**src/shared/scs_consts.svh**
```systemverilog
// Register offsets, field positions, reset values and timing counts.
`ifndef SCS_CONSTS_SVH
`define SCS_CONSTS_SVH

`define SCS_ADDR_W 4
`define SCS_DATA_W 16

`define SCS_ADDR_SYSCTL0 4'h0
`define SCS_ADDR_PLLCTL0 4'h1
`define SCS_ADDR_FLCTL 4'h2
`define SCS_ADDR_FLCMD 4'h3
`define SCS_ADDR_CLKSTAT 4'h4

`define SCS_SRCSEL_LSB 0
`define SCS_BYPASS_BIT 0
`define SCS_OSCINT_BIT 1
`define SCS_PREDIV_LSB 2
`define SCS_PREDIV_W 10
`define SCS_WAITST_LSB 0
`define SCS_WAITST_W 3
`define SCS_CMD_ERASE_BIT 0
`define SCS_CMD_MOD_LSB 1
`define SCS_STAT_BUSY_BIT 0
`define SCS_STAT_REFUSED_BIT 1
`define SCS_STAT_PEND_BIT 12

`define SCS_SRCSEL_WAKEUP 2'h0
`define SCS_SRCSEL_PRESCALE 2'h2
`define SCS_SRCSEL_DIRECT 2'h3

`define SCS_RST_SRCSEL 2'h0
`define SCS_RST_BYPASS 1'h1
`define SCS_RST_OSCINT 1'h1
`define SCS_RST_PREDIV 10'h000
`define SCS_RST_WAITST 3'h4

`define SCS_NUM_PINS 5
`define SCS_PIN_WAKEUP 3'h0
`define SCS_PIN_PLL 3'h1
`define SCS_PIN_DIRECT 3'h2
`define SCS_PIN_CRYSTAL 3'h3
`define SCS_PIN_INTERNAL 3'h4

`define SCS_FL_ADDR_W 16
`define SCS_FL_MOD_W 2
`define SCS_FL_OPCNT_W 20
`define SCS_CLK_MHZ 100
`define SCS_ERASE_TIME_US 8000
`define SCS_PROG_TIME_US 3500
`define SCS_ERASE_CYC (`SCS_ERASE_TIME_US * `SCS_CLK_MHZ)
`define SCS_PROG_CYC (`SCS_PROG_TIME_US * `SCS_CLK_MHZ)
`define SCS_FL_OVERHEAD_CYC 20'h00004

`endif

```
**src/shared/scs_pkg.sv**
```systemverilog
// Types shared by the clock select block and its flash access controller.
`include "scs_consts.svh"

package scs_pkg;

  typedef enum logic [1:0] {
    SCS_SRC_WAKEUP,
    SCS_SRC_PLL,
    SCS_SRC_PRESCALE,
    SCS_SRC_DIRECT
  } scs_src_e;

  typedef enum logic [1:0] {
    SCS_PH_LOW,
    SCS_PH_HIGH,
    SCS_PH_WAIT_RISE
  } scs_phase_e;

  typedef enum logic [1:0] {
    SCS_OP_IDLE,
    SCS_OP_OVERHEAD,
    SCS_OP_TIMED
  } scs_op_e;

  typedef struct packed {
    logic [`SCS_NUM_PINS-1:0] sync1;
    logic [`SCS_NUM_PINS-1:0] sync2;
    logic [`SCS_NUM_PINS-1:0] prev;
    logic [1:0] srcSel;
    logic vcoBypass;
    logic oscInternal;
    logic [`SCS_PREDIV_W-1:0] divField;
    logic [`SCS_WAITST_W-1:0] waitStates;
    scs_src_e actSrc;
    logic actOsc;
    logic [`SCS_PREDIV_W-1:0] actDiv;
    logic [`SCS_PREDIV_W-1:0] edgeCnt;
    scs_phase_e phase;
    logic sysClk;
    logic pllEnable;
    logic opStart;
    logic opErase;
    logic [`SCS_FL_MOD_W-1:0] opModule;
    logic [`SCS_DATA_W-1:0] rdData;
  } scs_top_s;

  typedef struct packed {
    logic engBusy;
    logic engDemand;
    logic [`SCS_FL_ADDR_W-1:0] engAddr;
    logic [`SCS_FL_MOD_W-1:0] engModule;
    logic [`SCS_WAITST_W-1:0] engCnt;
    logic pfValid;
    logic [`SCS_FL_ADDR_W-1:0] pfAddr;
    logic [`SCS_FL_MOD_W-1:0] pfModule;
    logic [`SCS_DATA_W-1:0] pfData;
    logic ack;
    logic [`SCS_DATA_W-1:0] data;
    logic [`SCS_FL_MOD_W-1:0] activeModule;
    logic ramActive;
    scs_op_e opState;
    logic opErase;
    logic [`SCS_FL_MOD_W-1:0] opModule;
    logic [`SCS_FL_OPCNT_W-1:0] opCnt;
    logic refused;
  } scs_flash_s;

endpackage : scs_pkg

```
**src/hw/scs_clock_select.sv**
```systemverilog
// System clock source select, prescaler and flash timing control top level.
`include "scs_consts.svh"

// Notes on behaviour
// - Select code 11 drives the system clock straight from the direct clock input.
// - Select code 10 with bypass set divides the oscillator or internal source by the divide field plus one.
// - A divide factor of one passes the source through with its own duty cycle.
// - The divide factor reaches 1024 at most, the slowest system clock.
// - Wait states are paid in full only by non-sequential flash fetches; prefetch hides all or part of them for sequential ones.
// - Flash contents are read ahead of demand so sequential fetches finish sooner.
// - Erase or program runs beside fetches from one other module or RAM, never on the module being fetched from.
// - Each erase or program spends four extra ref_clk cycles in the control sequencer.
// - Select code 10 with bypass clear enables the PLL and uses its output.
// - Select code 00 runs the system clock from the wakeup source.
module scs_clock_select #(
  parameter int ERASE_CYC = `SCS_ERASE_CYC,
  parameter int PROG_CYC = `SCS_PROG_CYC
) (
  input wire logic ref_clk,
  input wire logic nrst,
  input wire logic [`SCS_ADDR_W-1:0] regAddr,
  input wire logic [`SCS_DATA_W-1:0] regWrData,
  input wire logic regWr,
  input wire logic regRd,
  output logic [`SCS_DATA_W-1:0] regRdData,
  input wire logic wakeupClkIn,
  input wire logic pllClkIn,
  input wire logic directClkIn,
  input wire logic crystalIn,
  input wire logic intClkIn,
  output logic sysClk,
  output logic pllEnable,
  input wire logic fetchReq,
  input wire logic fetchFromRam,
  input wire logic [`SCS_FL_MOD_W-1:0] fetchModule,
  input wire logic [`SCS_FL_ADDR_W-1:0] fetchAddr,
  output logic fetchAck,
  output logic [`SCS_DATA_W-1:0] fetchData,
  output logic arrRdEn,
  output logic [`SCS_FL_MOD_W-1:0] arrModule,
  output logic [`SCS_FL_ADDR_W-1:0] arrAddr,
  input wire logic [`SCS_DATA_W-1:0] arrRdData
);

  scs_pkg::scs_top_s s;
  scs_pkg::scs_top_s n;
  scs_pkg::scs_src_e tgtSrc;
  logic [`SCS_PREDIV_W-1:0] tgtDiv;
  logic [2:0] pinSel;
  logic srcEdge;
  logic srcRise;
  logic change;
  logic opBusy;
  logic opRefused;

  function automatic scs_pkg::scs_src_e decodeSrc(
    input logic [1:0] sel,
    input logic bypass,
    input scs_pkg::scs_src_e hold
  );
    case (sel)
      `SCS_SRCSEL_WAKEUP: decodeSrc = scs_pkg::SCS_SRC_WAKEUP;
      `SCS_SRCSEL_PRESCALE: decodeSrc = bypass ?
        scs_pkg::SCS_SRC_PRESCALE : scs_pkg::SCS_SRC_PLL;
      `SCS_SRCSEL_DIRECT: decodeSrc = scs_pkg::SCS_SRC_DIRECT;
      default: decodeSrc = hold;
    endcase
  endfunction : decodeSrc

  function automatic logic [2:0] pinIndex(
    input scs_pkg::scs_src_e src,
    input logic osc
  );
    case (src)
      scs_pkg::SCS_SRC_WAKEUP: pinIndex = `SCS_PIN_WAKEUP;
      scs_pkg::SCS_SRC_PLL: pinIndex = `SCS_PIN_PLL;
      scs_pkg::SCS_SRC_DIRECT: pinIndex = `SCS_PIN_DIRECT;
      default: pinIndex = osc ? `SCS_PIN_INTERNAL : `SCS_PIN_CRYSTAL;
    endcase
  endfunction : pinIndex

  always_comb
  begin
    n = s;
    n.rdData = '0;
    n.opStart = 1'b0;
    n.sync1 = {intClkIn, crystalIn, directClkIn, pllClkIn, wakeupClkIn};
    n.sync2 = s.sync1;
    n.prev = s.sync2;
    if (regWr)
    begin
      case (regAddr)
        `SCS_ADDR_SYSCTL0: n.srcSel = regWrData[`SCS_SRCSEL_LSB +: 2];
        `SCS_ADDR_PLLCTL0:
        begin
          n.vcoBypass = regWrData[`SCS_BYPASS_BIT];
          n.oscInternal = regWrData[`SCS_OSCINT_BIT];
          n.divField = regWrData[`SCS_PREDIV_LSB +: `SCS_PREDIV_W];
        end
        `SCS_ADDR_FLCTL:
          n.waitStates = regWrData[`SCS_WAITST_LSB +: `SCS_WAITST_W];
        `SCS_ADDR_FLCMD:
        begin
          n.opStart = 1'b1;
          n.opErase = regWrData[`SCS_CMD_ERASE_BIT];
          n.opModule = regWrData[`SCS_CMD_MOD_LSB +: `SCS_FL_MOD_W];
        end
        default:
        begin
        end
      endcase
    end
    tgtSrc = decodeSrc(s.srcSel, s.vcoBypass, s.actSrc);
    // Ten bits of divide field give factors 1 to 1024.
    tgtDiv = (tgtSrc == scs_pkg::SCS_SRC_PRESCALE) ? s.divField : '0;
    change = (tgtSrc != s.actSrc) || (tgtDiv != s.actDiv) ||
      ((tgtSrc == scs_pkg::SCS_SRC_PRESCALE) && (s.oscInternal != s.actOsc));
    pinSel = pinIndex(s.actSrc, s.actOsc);
    srcEdge = s.sync2[pinSel] ^ s.prev[pinSel];
    srcRise = s.sync2[pinSel] & ~s.prev[pinSel];
    // Each half period spans divide-plus-one source edges, so a factor of one
    // follows every source edge and keeps the source duty cycle.
    case (s.phase)
      scs_pkg::SCS_PH_HIGH:
      begin
        if (srcEdge)
        begin
          if (s.edgeCnt == s.actDiv)
          begin
            n.sysClk = 1'b0;
            n.phase = scs_pkg::SCS_PH_LOW;
            n.edgeCnt = '0;
          end
          else
          begin
            n.edgeCnt = s.edgeCnt + 10'h001;
          end
        end
      end
      scs_pkg::SCS_PH_LOW:
      begin
        if (srcEdge)
        begin
          if (s.edgeCnt != s.actDiv)
          begin
            n.edgeCnt = s.edgeCnt + 10'h001;
          end
          else if (change)
          begin
            // Switch only at the end of a full low phase and hold low until
            // the new source rises, so no shortened pulse can appear.
            n.actSrc = tgtSrc;
            n.actDiv = tgtDiv;
            n.actOsc = s.oscInternal;
            n.phase = scs_pkg::SCS_PH_WAIT_RISE;
            n.edgeCnt = '0;
          end
          else
          begin
            n.sysClk = 1'b1;
            n.phase = scs_pkg::SCS_PH_HIGH;
            n.edgeCnt = '0;
          end
        end
      end
      scs_pkg::SCS_PH_WAIT_RISE:
      begin
        // A new source that never toggles leaves the clock parked low.
        if (srcRise)
        begin
          n.sysClk = 1'b1;
          n.phase = scs_pkg::SCS_PH_HIGH;
          n.edgeCnt = '0;
        end
      end
      default:
      begin
        n.sysClk = 1'b0;
        n.phase = scs_pkg::SCS_PH_WAIT_RISE;
      end
    endcase
    // The PLL stays enabled until the output has left it.
    n.pllEnable = (tgtSrc == scs_pkg::SCS_SRC_PLL) ||
      (s.actSrc == scs_pkg::SCS_SRC_PLL);
    if (regRd)
    begin
      case (regAddr)
        `SCS_ADDR_SYSCTL0: n.rdData[`SCS_SRCSEL_LSB +: 2] = s.srcSel;
        `SCS_ADDR_PLLCTL0:
        begin
          n.rdData[`SCS_BYPASS_BIT] = s.vcoBypass;
          n.rdData[`SCS_OSCINT_BIT] = s.oscInternal;
          n.rdData[`SCS_PREDIV_LSB +: `SCS_PREDIV_W] = s.divField;
        end
        `SCS_ADDR_FLCTL:
          n.rdData[`SCS_WAITST_LSB +: `SCS_WAITST_W] = s.waitStates;
        `SCS_ADDR_FLCMD:
        begin
          n.rdData[`SCS_STAT_BUSY_BIT] = opBusy;
          n.rdData[`SCS_STAT_REFUSED_BIT] = opRefused;
        end
        `SCS_ADDR_CLKSTAT:
        begin
          n.rdData[1:0] = s.actSrc;
          n.rdData[`SCS_PREDIV_LSB +: `SCS_PREDIV_W] = s.actDiv;
          n.rdData[`SCS_STAT_PEND_BIT] = change;
        end
        default:
        begin
        end
      endcase
    end
  end

  always_ff @(posedge ref_clk or negedge nrst)
  begin
    if (!nrst)
    begin
      s <= '0;
      s.srcSel <= `SCS_RST_SRCSEL;
      s.vcoBypass <= `SCS_RST_BYPASS;
      s.oscInternal <= `SCS_RST_OSCINT;
      s.divField <= `SCS_RST_PREDIV;
      s.waitStates <= `SCS_RST_WAITST;
      s.actSrc <= scs_pkg::SCS_SRC_WAKEUP;
      s.actOsc <= `SCS_RST_OSCINT;
      s.phase <= scs_pkg::SCS_PH_WAIT_RISE;
    end
    else
    begin
      s <= n;
    end
  end

  scs_flash_ctl #(
    .ERASE_CYC(ERASE_CYC[`SCS_FL_OPCNT_W-1:0]),
    .PROG_CYC(PROG_CYC[`SCS_FL_OPCNT_W-1:0])
  ) u_flash (
    .ref_clk(ref_clk),
    .nrst(nrst),
    .waitStates(s.waitStates),
    .fetchReq(fetchReq),
    .fetchFromRam(fetchFromRam),
    .fetchModule(fetchModule),
    .fetchAddr(fetchAddr),
    .fetchAck(fetchAck),
    .fetchData(fetchData),
    .arrRdEn(arrRdEn),
    .arrModule(arrModule),
    .arrAddr(arrAddr),
    .arrRdData(arrRdData),
    .opStart(s.opStart),
    .opErase(s.opErase),
    .opModule(s.opModule),
    .opBusy(opBusy),
    .opRefused(opRefused)
  );

  assign regRdData = s.rdData;
  assign sysClk = s.sysClk;
  assign pllEnable = s.pllEnable;

endmodule : scs_clock_select

```
**src/hw/scs_flash_ctl.sv**
```systemverilog
// Flash fetch timing with prefetch, and erase or program sequencing.
`include "scs_consts.svh"

module scs_flash_ctl #(
  parameter logic [`SCS_FL_OPCNT_W-1:0] ERASE_CYC =
    `SCS_FL_OPCNT_W'(`SCS_ERASE_CYC),
  parameter logic [`SCS_FL_OPCNT_W-1:0] PROG_CYC =
    `SCS_FL_OPCNT_W'(`SCS_PROG_CYC)
) (
  input wire logic ref_clk,
  input wire logic nrst,
  input wire logic [`SCS_WAITST_W-1:0] waitStates,
  input wire logic fetchReq,
  input wire logic fetchFromRam,
  input wire logic [`SCS_FL_MOD_W-1:0] fetchModule,
  input wire logic [`SCS_FL_ADDR_W-1:0] fetchAddr,
  output logic fetchAck,
  output logic [`SCS_DATA_W-1:0] fetchData,
  output logic arrRdEn,
  output logic [`SCS_FL_MOD_W-1:0] arrModule,
  output logic [`SCS_FL_ADDR_W-1:0] arrAddr,
  input wire logic [`SCS_DATA_W-1:0] arrRdData,
  input wire logic opStart,
  input wire logic opErase,
  input wire logic [`SCS_FL_MOD_W-1:0] opModule,
  output logic opBusy,
  output logic opRefused
);

  scs_pkg::scs_flash_s s;
  scs_pkg::scs_flash_s n;
  logic blocked;
  logic take;
  logic hit;
  logic inFlight;

  always_comb
  begin
    n = s;
    n.ack = 1'b0;
    // A module under erase or program cannot deliver, so its fetches wait.
    blocked = !fetchFromRam && (s.opState != scs_pkg::SCS_OP_IDLE) &&
      (fetchModule == s.opModule);
    take = fetchReq && !s.ack && !blocked && !(s.engBusy && s.engDemand);
    hit = s.pfValid && (s.pfAddr == fetchAddr) && (s.pfModule == fetchModule);
    inFlight = s.engBusy && !s.engDemand && (s.engAddr == fetchAddr) &&
      (s.engModule == fetchModule);
    if (s.engBusy)
    begin
      if (s.engCnt == '0)
      begin
        n.engBusy = 1'b0;
        if (s.engDemand)
        begin
          n.ack = 1'b1;
          n.data = arrRdData;
          // Read the next word while the core digests this one.
          n.engBusy = 1'b1;
          n.engDemand = 1'b0;
          n.engAddr = s.engAddr + 16'h0001;
          n.engCnt = waitStates;
        end
        else
        begin
          n.pfValid = 1'b1;
          n.pfAddr = s.engAddr;
          n.pfModule = s.engModule;
          n.pfData = arrRdData;
        end
      end
      else
      begin
        n.engCnt = s.engCnt - 3'h1;
      end
    end
    if (take)
    begin
      if (fetchFromRam)
      begin
        n.ack = 1'b1;
        n.ramActive = 1'b1;
      end
      else
      begin
        n.ramActive = 1'b0;
        n.activeModule = fetchModule;
        if (hit)
        begin
          n.ack = 1'b1;
          n.data = s.pfData;
          n.pfValid = 1'b0;
          n.engBusy = 1'b1;
          n.engDemand = 1'b0;
          n.engAddr = fetchAddr + 16'h0001;
          n.engModule = fetchModule;
          n.engCnt = waitStates;
        end
        else if (inFlight)
        begin
          // Sequential fetch pays only what is left of the prefetch.
          if (s.engCnt != '0)
          begin
            n.engDemand = 1'b1;
          end
        end
        else
        begin
          n.pfValid = 1'b0;
          n.engBusy = 1'b1;
          n.engDemand = 1'b1;
          n.engAddr = fetchAddr;
          n.engModule = fetchModule;
          n.engCnt = waitStates;
        end
      end
    end
    case (s.opState)
      scs_pkg::SCS_OP_IDLE:
      begin
        if (opStart)
        begin
          if (!s.ramActive && (opModule == s.activeModule))
          begin
            n.refused = 1'b1;
          end
          else
          begin
            n.refused = 1'b0;
            n.opState = scs_pkg::SCS_OP_OVERHEAD;
            n.opErase = opErase;
            n.opModule = opModule;
            n.opCnt = `SCS_FL_OVERHEAD_CYC - 20'h00001;
          end
        end
      end
      scs_pkg::SCS_OP_OVERHEAD:
      begin
        if (opStart)
        begin
          n.refused = 1'b1;
        end
        if (s.opCnt == '0)
        begin
          n.opState = scs_pkg::SCS_OP_TIMED;
          n.opCnt = (s.opErase ? ERASE_CYC : PROG_CYC) - 20'h00001;
        end
        else
        begin
          n.opCnt = s.opCnt - 20'h00001;
        end
      end
      scs_pkg::SCS_OP_TIMED:
      begin
        if (opStart)
        begin
          n.refused = 1'b1;
        end
        if (s.opCnt == '0)
        begin
          n.opState = scs_pkg::SCS_OP_IDLE;
        end
        else
        begin
          n.opCnt = s.opCnt - 20'h00001;
        end
      end
      default:
      begin
        n.opState = scs_pkg::SCS_OP_IDLE;
      end
    endcase
  end

  always_ff @(posedge ref_clk or negedge nrst)
  begin
    if (!nrst)
    begin
      s <= '0;
      s.ramActive <= 1'b1;
      s.opState <= scs_pkg::SCS_OP_IDLE;
    end
    else
    begin
      s <= n;
    end
  end

  assign fetchAck = s.ack;
  assign fetchData = s.data;
  assign arrRdEn = s.engBusy;
  assign arrModule = s.engModule;
  assign arrAddr = s.engAddr;
  assign opBusy = (s.opState != scs_pkg::SCS_OP_IDLE);
  assign opRefused = s.refused;

endmodule : scs_flash_ctl

```
**config.mk**
```make
export PLATFORM = sky130hd
export DESIGN_NAME = scs_clock_select
export DESIGN_NICKNAME = d
export VERILOG_FILES = /design/src/shared/scs_pkg.sv /design/src/hw/scs_clock_select.sv /design/src/hw/scs_flash_ctl.sv
export VERILOG_INCLUDE_DIRS = /design/src /design/src/shared
export SDC_FILE = /design/constraint.sdc
export NUM_CORES = 1
export LEC_CHECK = 0
export BUFFER_PORTS_ARGS = -buffer_cell sky130_fd_sc_hd__buf_2
export CORE_UTILIZATION = 50
export DETAILED_ROUTE_END_ITERATION = 10
export PLACE_DENSITY = 0.81
export REMOVE_ABC_BUFFERS = 1
export SYNTH_ARGS = -nofsm -noshare
export SYNTH_HDL_FRONTEND = slang
export SYNTH_SLANG_ARGS = --single-unit
export TNS_END_PERCENT = 10
```
**constraint.sdc**
```tcl
create_clock -name ref_clk -period 3.8 [get_ports ref_clk]
set_input_delay 0.19 -clock ref_clk [delete_from_list [all_inputs] [get_ports ref_clk]]
set_output_delay 0.19 -clock ref_clk [all_outputs]
set_load 0.02 [all_outputs]
```
# Yosys cells after proc, flatten, opt, wreduce, memory -nomap -nowiden
# Index checks and enable logic that the tools add are counted.
# totals
reg_bits	180
in_bits	65
out_inout_bits	54
# op_classes
addsub	6
magnitude_cmp	1
n_eq_ne	37
muxes	59
n_bitwise	7
n_reduce_logical	48
# ops
operator	n
$mux W20	4
$mux W18	4
$mux W24	3
$pmux W21 S3	1
$mux W55	1
$mux W13	4
$mux W52	1
$sub A20 B1 Y20 const B	2
$mux W35	1
$mux W17	2
$add A16 B1 Y16 const B	2
$eq A16 B16 Y1	2
$mux W10	3
$pmux W10 S3	1
$mux W26	1
$mux W25	1
$mux W22	1
$logic_not A20 Y1	1
$ne A10 B10 Y1	2
$ne A2 B2 Y1 const B	9
$pmux W3 S3	2
$pmux W9 S2	1
$reduce_and A4 Y1	4
$mux W3	5
other kinds (35)	100

# Logic depth before layout (Yosys ltp)
# Gate-level depths: netlist of the first run.
# logic_depth
ltp_word	11
depth_mapped	12
depth_no_buf	10

# Cells and area by module
# Synthesis of the first run repeated with hierarchy kept, for this count alone.
# unflattened
hier_cells	989
area_unflattened_um2	10039.6
# modules_own_cells
module	instances	cells_each	area_each_um2	seq_area_each_um2
scs_flash_ctl	1	653	6402.4	2603.7
scs_clock_select	1	336	3637.2	1908.1

# Worst setup path before layout of the first run
# No wires, ideal clock.
# synth_path
kind	reg2reg
start	reg u_flash.s[1] (netlist name)
end	reg u_flash.s[9] (netlist name)
setup_time_ps	121
arrival_ps	2907
required_time_ps	3679
setup_slack_ps	772
stages_incl_launch_ff	12
path_buffers	2
path_cell_list	dfrtp_1 -> inv_1 -> ha_1 -> or4b_4 -> or3_1 -> buf_2 -> or3_1 -> buf_2 -> or3_4 -> o31ai_4 -> o21ai_1 -> a22o_1
# synth_via
elab_chain_len	3
elab_cells_between_ends	7
classes_between	add/sub (1); eq/ne (1); mux (3); reduce/logical (2)
# synth_lines
element	line	text
start, declared	scs_flash_ctl.sv:30	scs_pkg::scs_flash_s s;
start signal, assigned	scs_flash_ctl.sv:184	s <= n;
$sub A20 B1 Y20 or $logic_not A20 Y1 (tied branches)	-	
$mux W20, or another cell as far along	scs_flash_ctl.sv:158	if (s.opCnt == '0)
$pmux W21 S3 or $reduce_and A4 Y1 (tied branches)	-	
# Several ways; a longest one is shown, not always the timed one. The select of a mux whose other input is x is not followed.
# A chain may end at the register's enable or synchronous reset.

# Final worst setup path of the first run
# layout_path
start	reg u_flash.s[1] (netlist name)
end	reg u_flash.s[17] (netlist name)
# The elaborated chain is that of the path after synthesis.

==> results of run 1 <==
## logic make-up (layout without fill, tap and decap cells)
logic type	count (synthesis)	after routing	share of synthesized area, %
flip-flops	180	180	46.6
other	1	4	0.0387
multiplexers	83	83	9.40
XOR/XNOR	76	76	6.88
AO/OA/AOI/OAI	203	203	12.9
adder cells (fa/ha/maj)	11	11	1.42
buffers and inverters	116	197	6.48
AND/OR/NAND/NOR	310	310	16.2
## final timing paths
| check | from | end | slack, ns |
|---|---|---|---|
| max reg2reg | u_flash.s[1] | u_flash.s[17] | 0.54 |
| max | u_flash.s[1] | u_flash.s[17] | 0.54 |
| min | arrRdData[9] | u_flash.s[55] | 0.02 |
| min reg2reg | n[69] | n[64] | 0.35 |
| max in group asynchronous | nrst | u_flash.fetchData[1] | 2.39 |
| min in group asynchronous | nrst | u_flash.s[73] | 0.46 |
## placed cells by master, fill, tap and decap left out, drive strengths merged, types with 20 or more instances in the layout
cell and n:
nand2 73, mux2i 20, dfrtp 174, xor2 30
nor2 84, a21oi 55, nor3 23, xnor2 46
o21ai 72, mux2 63, buf 126, inv 26
nand4 23
## layer usage
layer  part of all wire, %  routed length, µm
met3                   6.3               1370
met1                    45               9740
met2                    48              10500
met4                  0.89                193
met5                     0                  0
## worst max-delay path, delay by kind of cell (launching register included)
kind | cells | cell delay, ns
flip-flops | 1 | 0.41
AO/OA/AOI/OAI | 3 | 0.61
buffers and inverters | 1 | 0.09
adder cells (fa/ha/maj) | 1 | 0.18
AND/OR/NAND/NOR | 4 | 1.84
## metrics by stage
step	setup slack [ns]	util (%)	total power, W
floorplan	0.311	-	0.00569
global placement	0.654	54.0	0.00664
detailed placement	0.567	54.0	0.00678
CTS	0.545	58.2	0.00868
global route	0.392	58.3	0.00925
finish	0.541	58.3	0.00867
## state kept, by name (all words and copies together) (netlist names), 2 cells and up
name and flops:
u_flash.arrAddr 16, u_flash.s 67, s 51, u_flash.arrModule 2, regRdData 13, n 10, u_flash.fetchData 16
## area by class of cell
class | instances | area (µm²)
multi-input cells | 686 | 4570
flip-flops and latches | 180 | 4510
well taps | 260 | 325
diodes | 1 | 2.50
clock buffers | 17 | 425
fillers | 1563 | 7860
inverters | 21 | 78.8
repair buffers | 144 | 867
clock inverters | 15 | 196
## where the power goes
group          switching [W]  total [W]  internal [W]
logic                0.00202    0.00355       0.00152
registers           0.000696    0.00327       0.00258
clock network       0.000795    0.00185       0.00105
total                0.00351    0.00867       0.00515
## repair_timing
item	CTS	global route
endpoints found under the setup margin	0	0
hold buffers	16	2
hold endpoints to repair	124	2
==> metrics.md, run 1 <==
| Metric | Value |
|---|---|
| Syn_area_per_cell | 9.88 µm² |
| Startpoint Class | flop |
| Hold path depth | 2 |
| Number of buffers inserted during clock tree synthesis | 17 |
| Die width | 141 µm |
| Hold_ws | 0.0164 ns |
| Crit path largest cell delay | 0.49 ns |
| Tot GR Track Use | 22.7% |
| Final hold vios | 0 |
| Slowest stage cell, crit path | or3_1 |
| CP endpoint kind | flop |
| H-tree Lvls | 4 |
| Die area | 19,900 µm² |
| Cells after Synth | 980 |
| Pwr dens | 790 nW/µm² |
| Setup_tns | 0 ns |
| DR vias | 7,543 |
| Core ar. | 18,800 µm² |
| Worst Clk Skew | 0.0131 ns |
| Vias/cell | 5.70 |
| RSZ-0062 raised after global routing | no |
| Starting density of the core | 51.4% |
| Synth-to-layout area growth | 13.4% |
| # setup viols final | 0 |
| Mapped Area | 9680 µm² |
| FMAX | 307 MHz |
| Post-Layout Cell Count | 1,324 |
| Top area cells in the synthesized netlist | dfrtp_1 (45%), mux2_2 (7.3%), xnor2_1 (4.2%), buf_4 (3.9%), o21ai_0 (3.6%) |
| Largest net degree at the start of global routing | 113 |
| Met2 usage | 37.3% |
| Routed Antenna Nets | 0 |
| Antenna violations before repair | 1 |
| CP Class | flop to flop |
| Leak | 4.79 nW |
| Fin area | 11,000 µm² |
| Most frequent cell after synthesis | dfrtp_1 |
| Top FF cell, synth | dfrtp_1 |
| Worst-path maximum fanout | 8 |
| Minimum clock period | 3.26 ns |
| DR pass1 iterations | 5 |
| Root Driver | clkbuf_16 |
| Setup Buffers After CTS | 0 |
| Yosys cell types | 67 |
| 1st-iter DRT viols | 650 |
| Clock buffer depth | 2 |
| Synth Register Bits | 180 |
| Worst hold path class | input pin to flop |
| Resize count post-CTS | 0 |
| Fin. max-slew vios | 0 |
| Drt total wl | 21,800 µm |
| Max-cap violation count | 0 |
| Number of cells on the worst reg-to-reg path | 9 |
| PortBufs | 111 |
| Area after DPL | 10,200 µm² |
| Met3 usage | 5.57% |
| Busiest grt layer | met2 |
| Worst slew pin tran | 1.14 ns |
| Worst-Skew Late Latency | 0.43 ns |
| Ys Warns | 0 |
| First-pass GRT wire length | 36,100 µm |
| Seq/Total Area, Yosys | 46.6% |
| Worst EP arrival | 3.57 ns |
| Fin crit share | 85.8% |
| GRT Residual Overflow | 0 |
| Number of flops mapped to enable cells by yosys | 0 |
| CP cell instances | inv_1 > ha_1 > or4b_4 > or3_1 > or3_1 > or3_4 > o31ai_4 > o21ai_0 > a32o_1 |
| # placed instances | 1,273 |
| Clock-pin slew of the registers on the worst-case setup and hold paths | 0.07 ns |
| Cell mode on critical path | or3_1 |
| Slew margin rel. | 23.7% |
| Worst Path Required | 4.11 ns |
| Nets@finish | 1,126 |
| TritonCTS clock tree | yes |
| CTS Sinks | 180 |
| Synth cell count leaders | dfrtp_1 (174), nor2_1 (84), nand2_1 (73) |
| Status | finished, final reports clean |
| Cell taking the most area after synthesis | dfrtp_1 |
| Die height | 141 µm |
| Met1 Usage GRT | 30.3% |
| Gpl congestion | 0.882 |
| Ratio of cells with drive above 1 in the final layout | 22.7% |
| Ys async rst share | 100% |
| HPWL after DPL | 15,100 µm |
| DRC viols | 0 |
| Core Rows | 50 |
| Vias in the first global route | 7,317 |
| Worst VDD drop | 0.000413 V |
| Num ports | 119 |
| WL per Instance | 16.4 µm |
| Post-synth top area share | 45.0% |
(Power assumes the default switching activity.)
==> run 2: changes to the inputs <==
- HOLD_SLACK_MARGIN: unset -> 0.05
==> run 2 against run 1 <==
Clock skew is essentially flat. Final cell count grew 1.3%. Clock power is essentially flat. Hold slack gained 0.052 ns. Wire length grew 1.8%. Global-route usage grew 0.45 points. Clock-buffer cell count is the same. Non-clock buffer count grew 18. Cell area grew 1.6%. Maximum frequency is essentially flat. Largest cell class unchanged.
==> metrics.md, run 2 (synthesized netlist as in run 1, its figures left out) <==
| Metric | Value |
|---|---|
| Drt total wl | 22,200 µm (+1.8%) |
| DR pass1 iterations | 5 (unchanged) |
| Largest register by flop count | u_flash.s |
| WL per Instance | 16.5 µm (+0.53%) |
| Core Rows | 50 (unchanged) |
| Final setup margin | 0.541 ns (+0.000767 ns) |
| CP cell instances | inv_1 > ha_1 > or4b_4 > or3_1 > or3_1 > or3_4 > o31ai_4 > o21ai_0 > a32o_1 |
| Final hold vios | 0 (unchanged) |
| Gpl congestion | 0.882 (unchanged) |
| Worst-path maximum fanout | 8 (unchanged) |
| Worst slew pin tran | 1.14 ns (-0.00929 ns) |
| CTS Sinks | 180 (unchanged) |
| Worst Clk Skew | 0.0131 ns (-0.0000473 ns) |
| Utilization after layout | 59.2% (+0.94 points) |
| Clock buffer depth | 2 (unchanged) |
| Worst Path Required | 4.11 ns (about the same) |
| Crit path buf inv count | 1 (unchanged) |
| Commonest non-fill, non-tap cells in the layout | dfrtp_1 (174), buf_2 (110), nor2_1 (83) |
| Crit path largest cell delay | 0.49 ns (about the same) |
| Slowest stage cell, crit path | or4b_4 |
| Net Switching | 0.00353 W (+0.59%) |
| Tot GR Track Use | 23.1% (+0.45 points) |
| Die width | 141 µm (unchanged) |
| Starting density of the core | 51.4% (unchanged) |
| Setup_tns | 0 ns (unchanged) |
| H-tree Lvls | 4 (unchanged) |
| GRT Residual Overflow | 0 (unchanged) |
| Routed Antenna Nets | 0 (unchanged) |
| Number of cells on the worst reg-to-reg path | 9 (unchanged) |
| Die height | 141 µm (unchanged) |
| Largest net degree at the start of global routing | 113 (unchanged) |
| Fillers | 1,541 (-1.4%) |
| Worst path top cell family by delay | simple AND/OR/NAND/NOR gates |
| Antenna violations before repair | 0 (-1) |
| Most common cell after layout, fill and taps aside | dfrtp_1 |
| Slew margin rel. | 24.3% (+0.62 points) |
| First-pass GRT wire length | 36,800 µm (+1.9%) |
| Cell mode on critical path | or3_1 |
| Worst VDD drop | 0.000452 V (+9.3%) |
| Startpoint Class | flop |
| CP Class | flop to flop |
| Number of buffers inserted during clock tree synthesis | 17 (unchanged) |
| Leak | 4.87 nW (+1.6%) |
| Nets@finish | 1,144 (+1.6%) |
| Cell Int Power | 0.00517 W (+0.24%) |
| Die area | 19,900 µm² (unchanged) |
| CP endpoint kind | flop |
| Num ports | 119 (unchanged) |
| Power share of the sequential group | 37.7% (about the same) |
| Worst EP arrival | 3.57 ns (about the same) |
| Synth-to-layout area growth | 15.2% |
| Hold path depth | 2 (unchanged) |
| Worst slack, placed | 0.567 ns (unchanged) |
| DR vias | 7,658 (+1.5%) |
| RSZ-0062 raised after global routing | no |
| Minimum clock period | 3.26 ns (-0.000767 ns) |
| Fin. max-slew vios | 0 (unchanged) |
| PortBufs | 111 (unchanged) |
| # setup viols final | 0 (unchanged) |
| Fin crit share | 85.8% (about the same) |
| Worst-Skew Late Latency | 0.43 ns (about the same) |
| WP depth | 9 (unchanged) |
| Ratio of cells with drive above 1 in the final layout | 22.3% (-0.38 points) |
| Max-cap violation count | 0 (unchanged) |
| Clock power share | 21.2% (about the same) |
| Core ar. | 18,800 µm² (unchanged) |
| Antenna diodes | 0 (-1) |
| Logic pwr share | 41.1% (+0.2 points) |
| Clock-pin slew of the registers on the worst-case setup and hold paths | 0.07 ns (about the same) |
| Vias/cell | 5.71 (+0.24%) |
| TritonCTS clock tree | yes |
| Worst hold path class | input pin to flop |
| Vias in the first global route | 7,453 (+1.9%) |
| Status | finished, final reports clean |
| HPWL after DPL | 15,100 µm (unchanged) |
| 1st-iter DRT viols | 616 (-5.2%) |
| Switch share | 40.6% (+0.086 points) |
| Pwr dens | 780 nW/µm² (-1.2%) |
| DRC viols | 0 (unchanged) |
| Root Driver | clkbuf_16 |
| Largest registers | u_flash.s: 67 flops, s: 51 flops |
| Max FFs per register | 67 (unchanged) |
| FMAX | 307 MHz (about the same) |
## run 2: stage by stage
stage / cell area [µm²] / instances / power [W] / hold WS (ns)
after floorplan: 9140 / 887 / 0.00569 / -0.106
after global placement: 10200 / 1273 / 0.00664 / 0.300
after detailed placement: 10200 / 1273 / 0.00678 / 0.300
after CTS: 11200 / 1341 / 0.00869 / 0.0573
after global routing: 11200 / 1341 / 0.00928 / 0.0704
final: 11200 / 1341 / 0.00870 / 0.0685
## run 2: final cells by class
class	instances	area [µm²]	share of cell area, %
clock buffer	17	425	3.82
clock inverter	15	196	1.76
inverter	21	78.8	0.707
multi-input combinational	686	4570	40.9
sequential	180	4510	40.5
tap	260	325	2.92
timing repair buffer	162	1050	9.39
## run 2: routing by layer
layer / track usage, % / routed length (µm)
met4: 5.49 / 249
met3: 5.71 / 1400
met1: 30.7 / 9920
met5: 0 / 0
met2: 38.0 / 10600
## run 2: final timing paths
path	start	slack (ns)	to
hold reg to reg	n[69]	0.35	n[64]
min in group asynchronous	nrst	0.46	u_flash.s[73]
max in group asynchronous	nrst	2.39	u_flash.fetchData[1]
hold / removal	regWrData[0]	0.07	s[18]
setup / recovery	u_flash.s[1]	0.54	u_flash.s[17]
setup reg to reg	u_flash.s[1]	0.54	u_flash.s[17]
## run 2: power groups by stage
stage	sequential, W	combinational [W]	clock [W]
after detailed placement	0.00329	0.00349	0
after global routing	0.00337	0.00394	0.00196
final	0.00328	0.00357	0.00185
after floorplan	0.00335	0.00234	0
after CTS	0.00326	0.00355	0.00189
after global placement	0.00325	0.00339	0
## run 2: timing repair
item / CTS / global route
resized for setup: 0 / 0
hold buffers: 36 / 0
hold endpoints to repair: 146 / 0
setup buffers: 0 / 0
==> run 3: changes to the inputs <==
- CORE_UTILIZATION: 50 -> 59
- PLACE_DENSITY: 0.81 -> 0.92
==> run 3 against run 2 <==
Flip-flop and latch count stayed put. Critical path depth did not move. Power down 0.56%. Clock-buffer cell count up 7. Non-clock buffer count decreased by 4. Critical path type unchanged. Highest routed layer unchanged.
==> metrics.md, run 3 (synthesized netlist as in run 1, its figures left out) <==
| Metric | Value |
|---|---|
| Status | finished, final reports clean |
| Max-cap violation count | 0 (unchanged) |
| Pwr dens | 785 nW/µm² (+0.64%) |
| Fin. max-slew vios | 0 (unchanged) |
| Worst slew pin tran | 1.06 ns (-0.0712 ns) |
| Slowest stage cell, crit path | or3_1 |
| Setup Buffers After CTS | 0 (unchanged) |
| Worst Clk Skew | 0.0105 ns (-0.00259 ns) |
| Drt total wl | 22,800 µm (+2.9%) |
| HPWL after DPL | 14,900 µm (-1.6%) |
| Final hold vios | 0 (unchanged) |
| Switch share | 40.8% (+0.13 points) |
| Worst hold path class | input pin to flop |
| CP cell instances | inv_1 > ha_1 > or4b_4 > or3_1 > or3_1 > or3_4 > o31ai_4 > o21ai_1 > a22o_1 |
| Cell Int Power | 0.00512 W (-0.78%) |
| Root Driver | clkbuf_16 |
| Ratio of cells with drive above 1 in the final layout | 21.6% (-0.66 points) |
| Resize count post-CTS | 0 (unchanged) |
| Minimum clock period | 3.23 ns (-0.0262 ns) |
| CTS Sinks | 180 (unchanged) |
| Die area | 16,900 µm² (-15%) |
| Worst VDD drop | 0.000539 V (+19%) |
| PortBufs | 111 (unchanged) |
| Most common cell after layout, fill and taps aside | dfrtp_1 |
| Nets@finish | 1,140 (-0.35%) |
| DR vias | 7,776 (+1.5%) |
| FMAX | 309 MHz (+0.81%) |
| Core Rows | 46 (-8.0%) |
| Worst EP arrival | 3.55 ns (-0.02 ns) |
| # setup viols final | 0 (unchanged) |
| CP endpoint kind | flop |
| Antenna diodes | 0 (unchanged) |
| Die width | 130 µm (-7.8%) |
| Worst slack, placed | 0.617 ns (+0.0496 ns) |
| Max FFs per register | 67 (unchanged) |
| Largest net degree at the start of global routing | 101 (-11%) |
| Net Switching | 0.00353 W (-0.23%) |
| Worst-Skew Late Latency | 0.44 ns (about the same) |
| Fin crit share | 85.1% (-0.69 points) |
| Final setup margin | 0.568 ns (+0.0262 ns) |
| Cell mode on critical path | or3_1 |
| Clock power share | 20.4% (-0.8 points) |
| WL per Instance | 17.7 µm (+6.7%) |
| Vias/cell | 6.01 (+5.3%) |
| Slew margin rel. | 29.1% (+4.7 points) |
| CP Class | flop to flop |
| Antenna violations before repair | 0 (unchanged) |
| Routed Antenna Nets | 0 (unchanged) |
| Vias in the first global route | 7,600 (+2.0%) |
| DRC viols | 0 (unchanged) |
| Die height | 130 µm (-7.8%) |
| Logic pwr share | 41.7% (+0.6 points) |
| First-pass GRT wire length | 36,800 µm (about the same) |
| Clock-pin slew of the registers on the worst-case setup and hold paths | 0.06 ns (about the same) |
| Setup_tns | 0 ns (unchanged) |
| Power share of the sequential group | 38.0% (+0.3 points) |
| Crit path largest cell delay | 0.50 ns (about the same) |
| TritonCTS clock tree | yes |
| Synth-to-layout area growth | 13.8% |
| Starting density of the core | 60.7% (+9.3 points) |
| RSZ-0062 raised after global routing | no |
| H-tree Lvls | 4 (unchanged) |
| Worst Path Required | 4.12 ns (about the same) |
| Largest registers | u_flash.s: 67 flops, s: 51 flops |
| Num ports | 119 (unchanged) |
| Tot GR Track Use | 28.1% (+4.9 points) |
| Startpoint Class | flop |
| Leak | 4.83 nW (-0.81%) |
| GRT Residual Overflow | 0 (unchanged) |
| 1st-iter DRT viols | 791 (+28%) |
| Gpl congestion | 0.938 (+6.3%) |
| Number of buffers inserted during clock tree synthesis | 17 (unchanged) |
| Worst-path maximum fanout | 8 (unchanged) |
| Core ar. | 15,900 µm² (-15%) |
| DR pass1 iterations | 5 (unchanged) |
| Commonest non-fill, non-tap cells in the layout | dfrtp_1 (174), buf_2 (110), nor2_1 (83) |
| Largest register by flop count | u_flash.s |
| Clock buffer depth | 2 (unchanged) |
run 3: power by group through the flow:
stage	clock [W]	sequential [W]	combinational (W)
after floorplan	0	0.00335	0.00234
after global placement	0	0.00324	0.00334
after detailed placement	0	0.00328	0.00348
after CTS	0.00177	0.00326	0.00356
after global routing	0.00185	0.00337	0.00395
final	0.00176	0.00328	0.00360
run 3: layout make-up:
type | count | area, µm²
Clock buffer | 24 | 482
Clock inverter | 8 | 101
Fill cell | 1154 | 4920
Inverter | 21 | 78.8
Multi-Input combinational cell | 686 | 4560
Sequential cell | 180 | 4510
Tap cell | 216 | 270
Timing Repair Buffer | 158 | 1010
run 3: final timing paths:
path	start	to	slack [ns]	cells after the start
worst max register to register	u_flash.s[1]	u_flash.s[9]	0.57	9
worst max-delay path	u_flash.s[1]	u_flash.s[9]	0.57	9
max in group asynchronous	nrst	u_flash.s[26]	2.43	3
worst min register to register	n[72]	n[67]	0.35	0
min in group asynchronous	nrst	s[28]	0.42	2
worst min-delay path	fetchFromRam	u_flash.s[26]	0.07	2
run 3: metrics by stage:
step	util (%)	total power, W	cell area, µm²	hold slack [ns]	instances
floorplan	-	0.00569	9140	-0.106	887
global placement	63.3	0.00658	10100	0.303	1226
detailed placement	63.3	0.00676	10100	0.303	1226
CTS	69.1	0.00859	11000	0.0549	1293
global route	69.1	0.00917	11000	0.0644	1293
finish	69.1	0.00865	11000	0.0653	1293
run 3: metal layers:
layer / track usage (%) / part of all wire [%] / up-vias
met3: 5.74 / 6.1 / 63
met1: 35.8 / 42 / 3776
met2: 47.0 / 50 / 330
li1: - / - / 3607
met5: 0 / 0 / -
met4: 11.1 / 2.6 / 0
run 3: repair_timing:
item / in CTS / in global routing
endpoints found under the setup margin: 0 / 0
endpoints found under the hold margin: 133 / 0
hold buffers: 35 / 0
run 3: critical path: cells and delay by family (launching register included):
family | cells | cell delay (ns)
compound gates | 3 | 0.58
simple gates | 4 | 1.85
flops | 1 | 0.42
fa+ha+maj | 1 | 0.18
buf+inv | 1 | 0.10
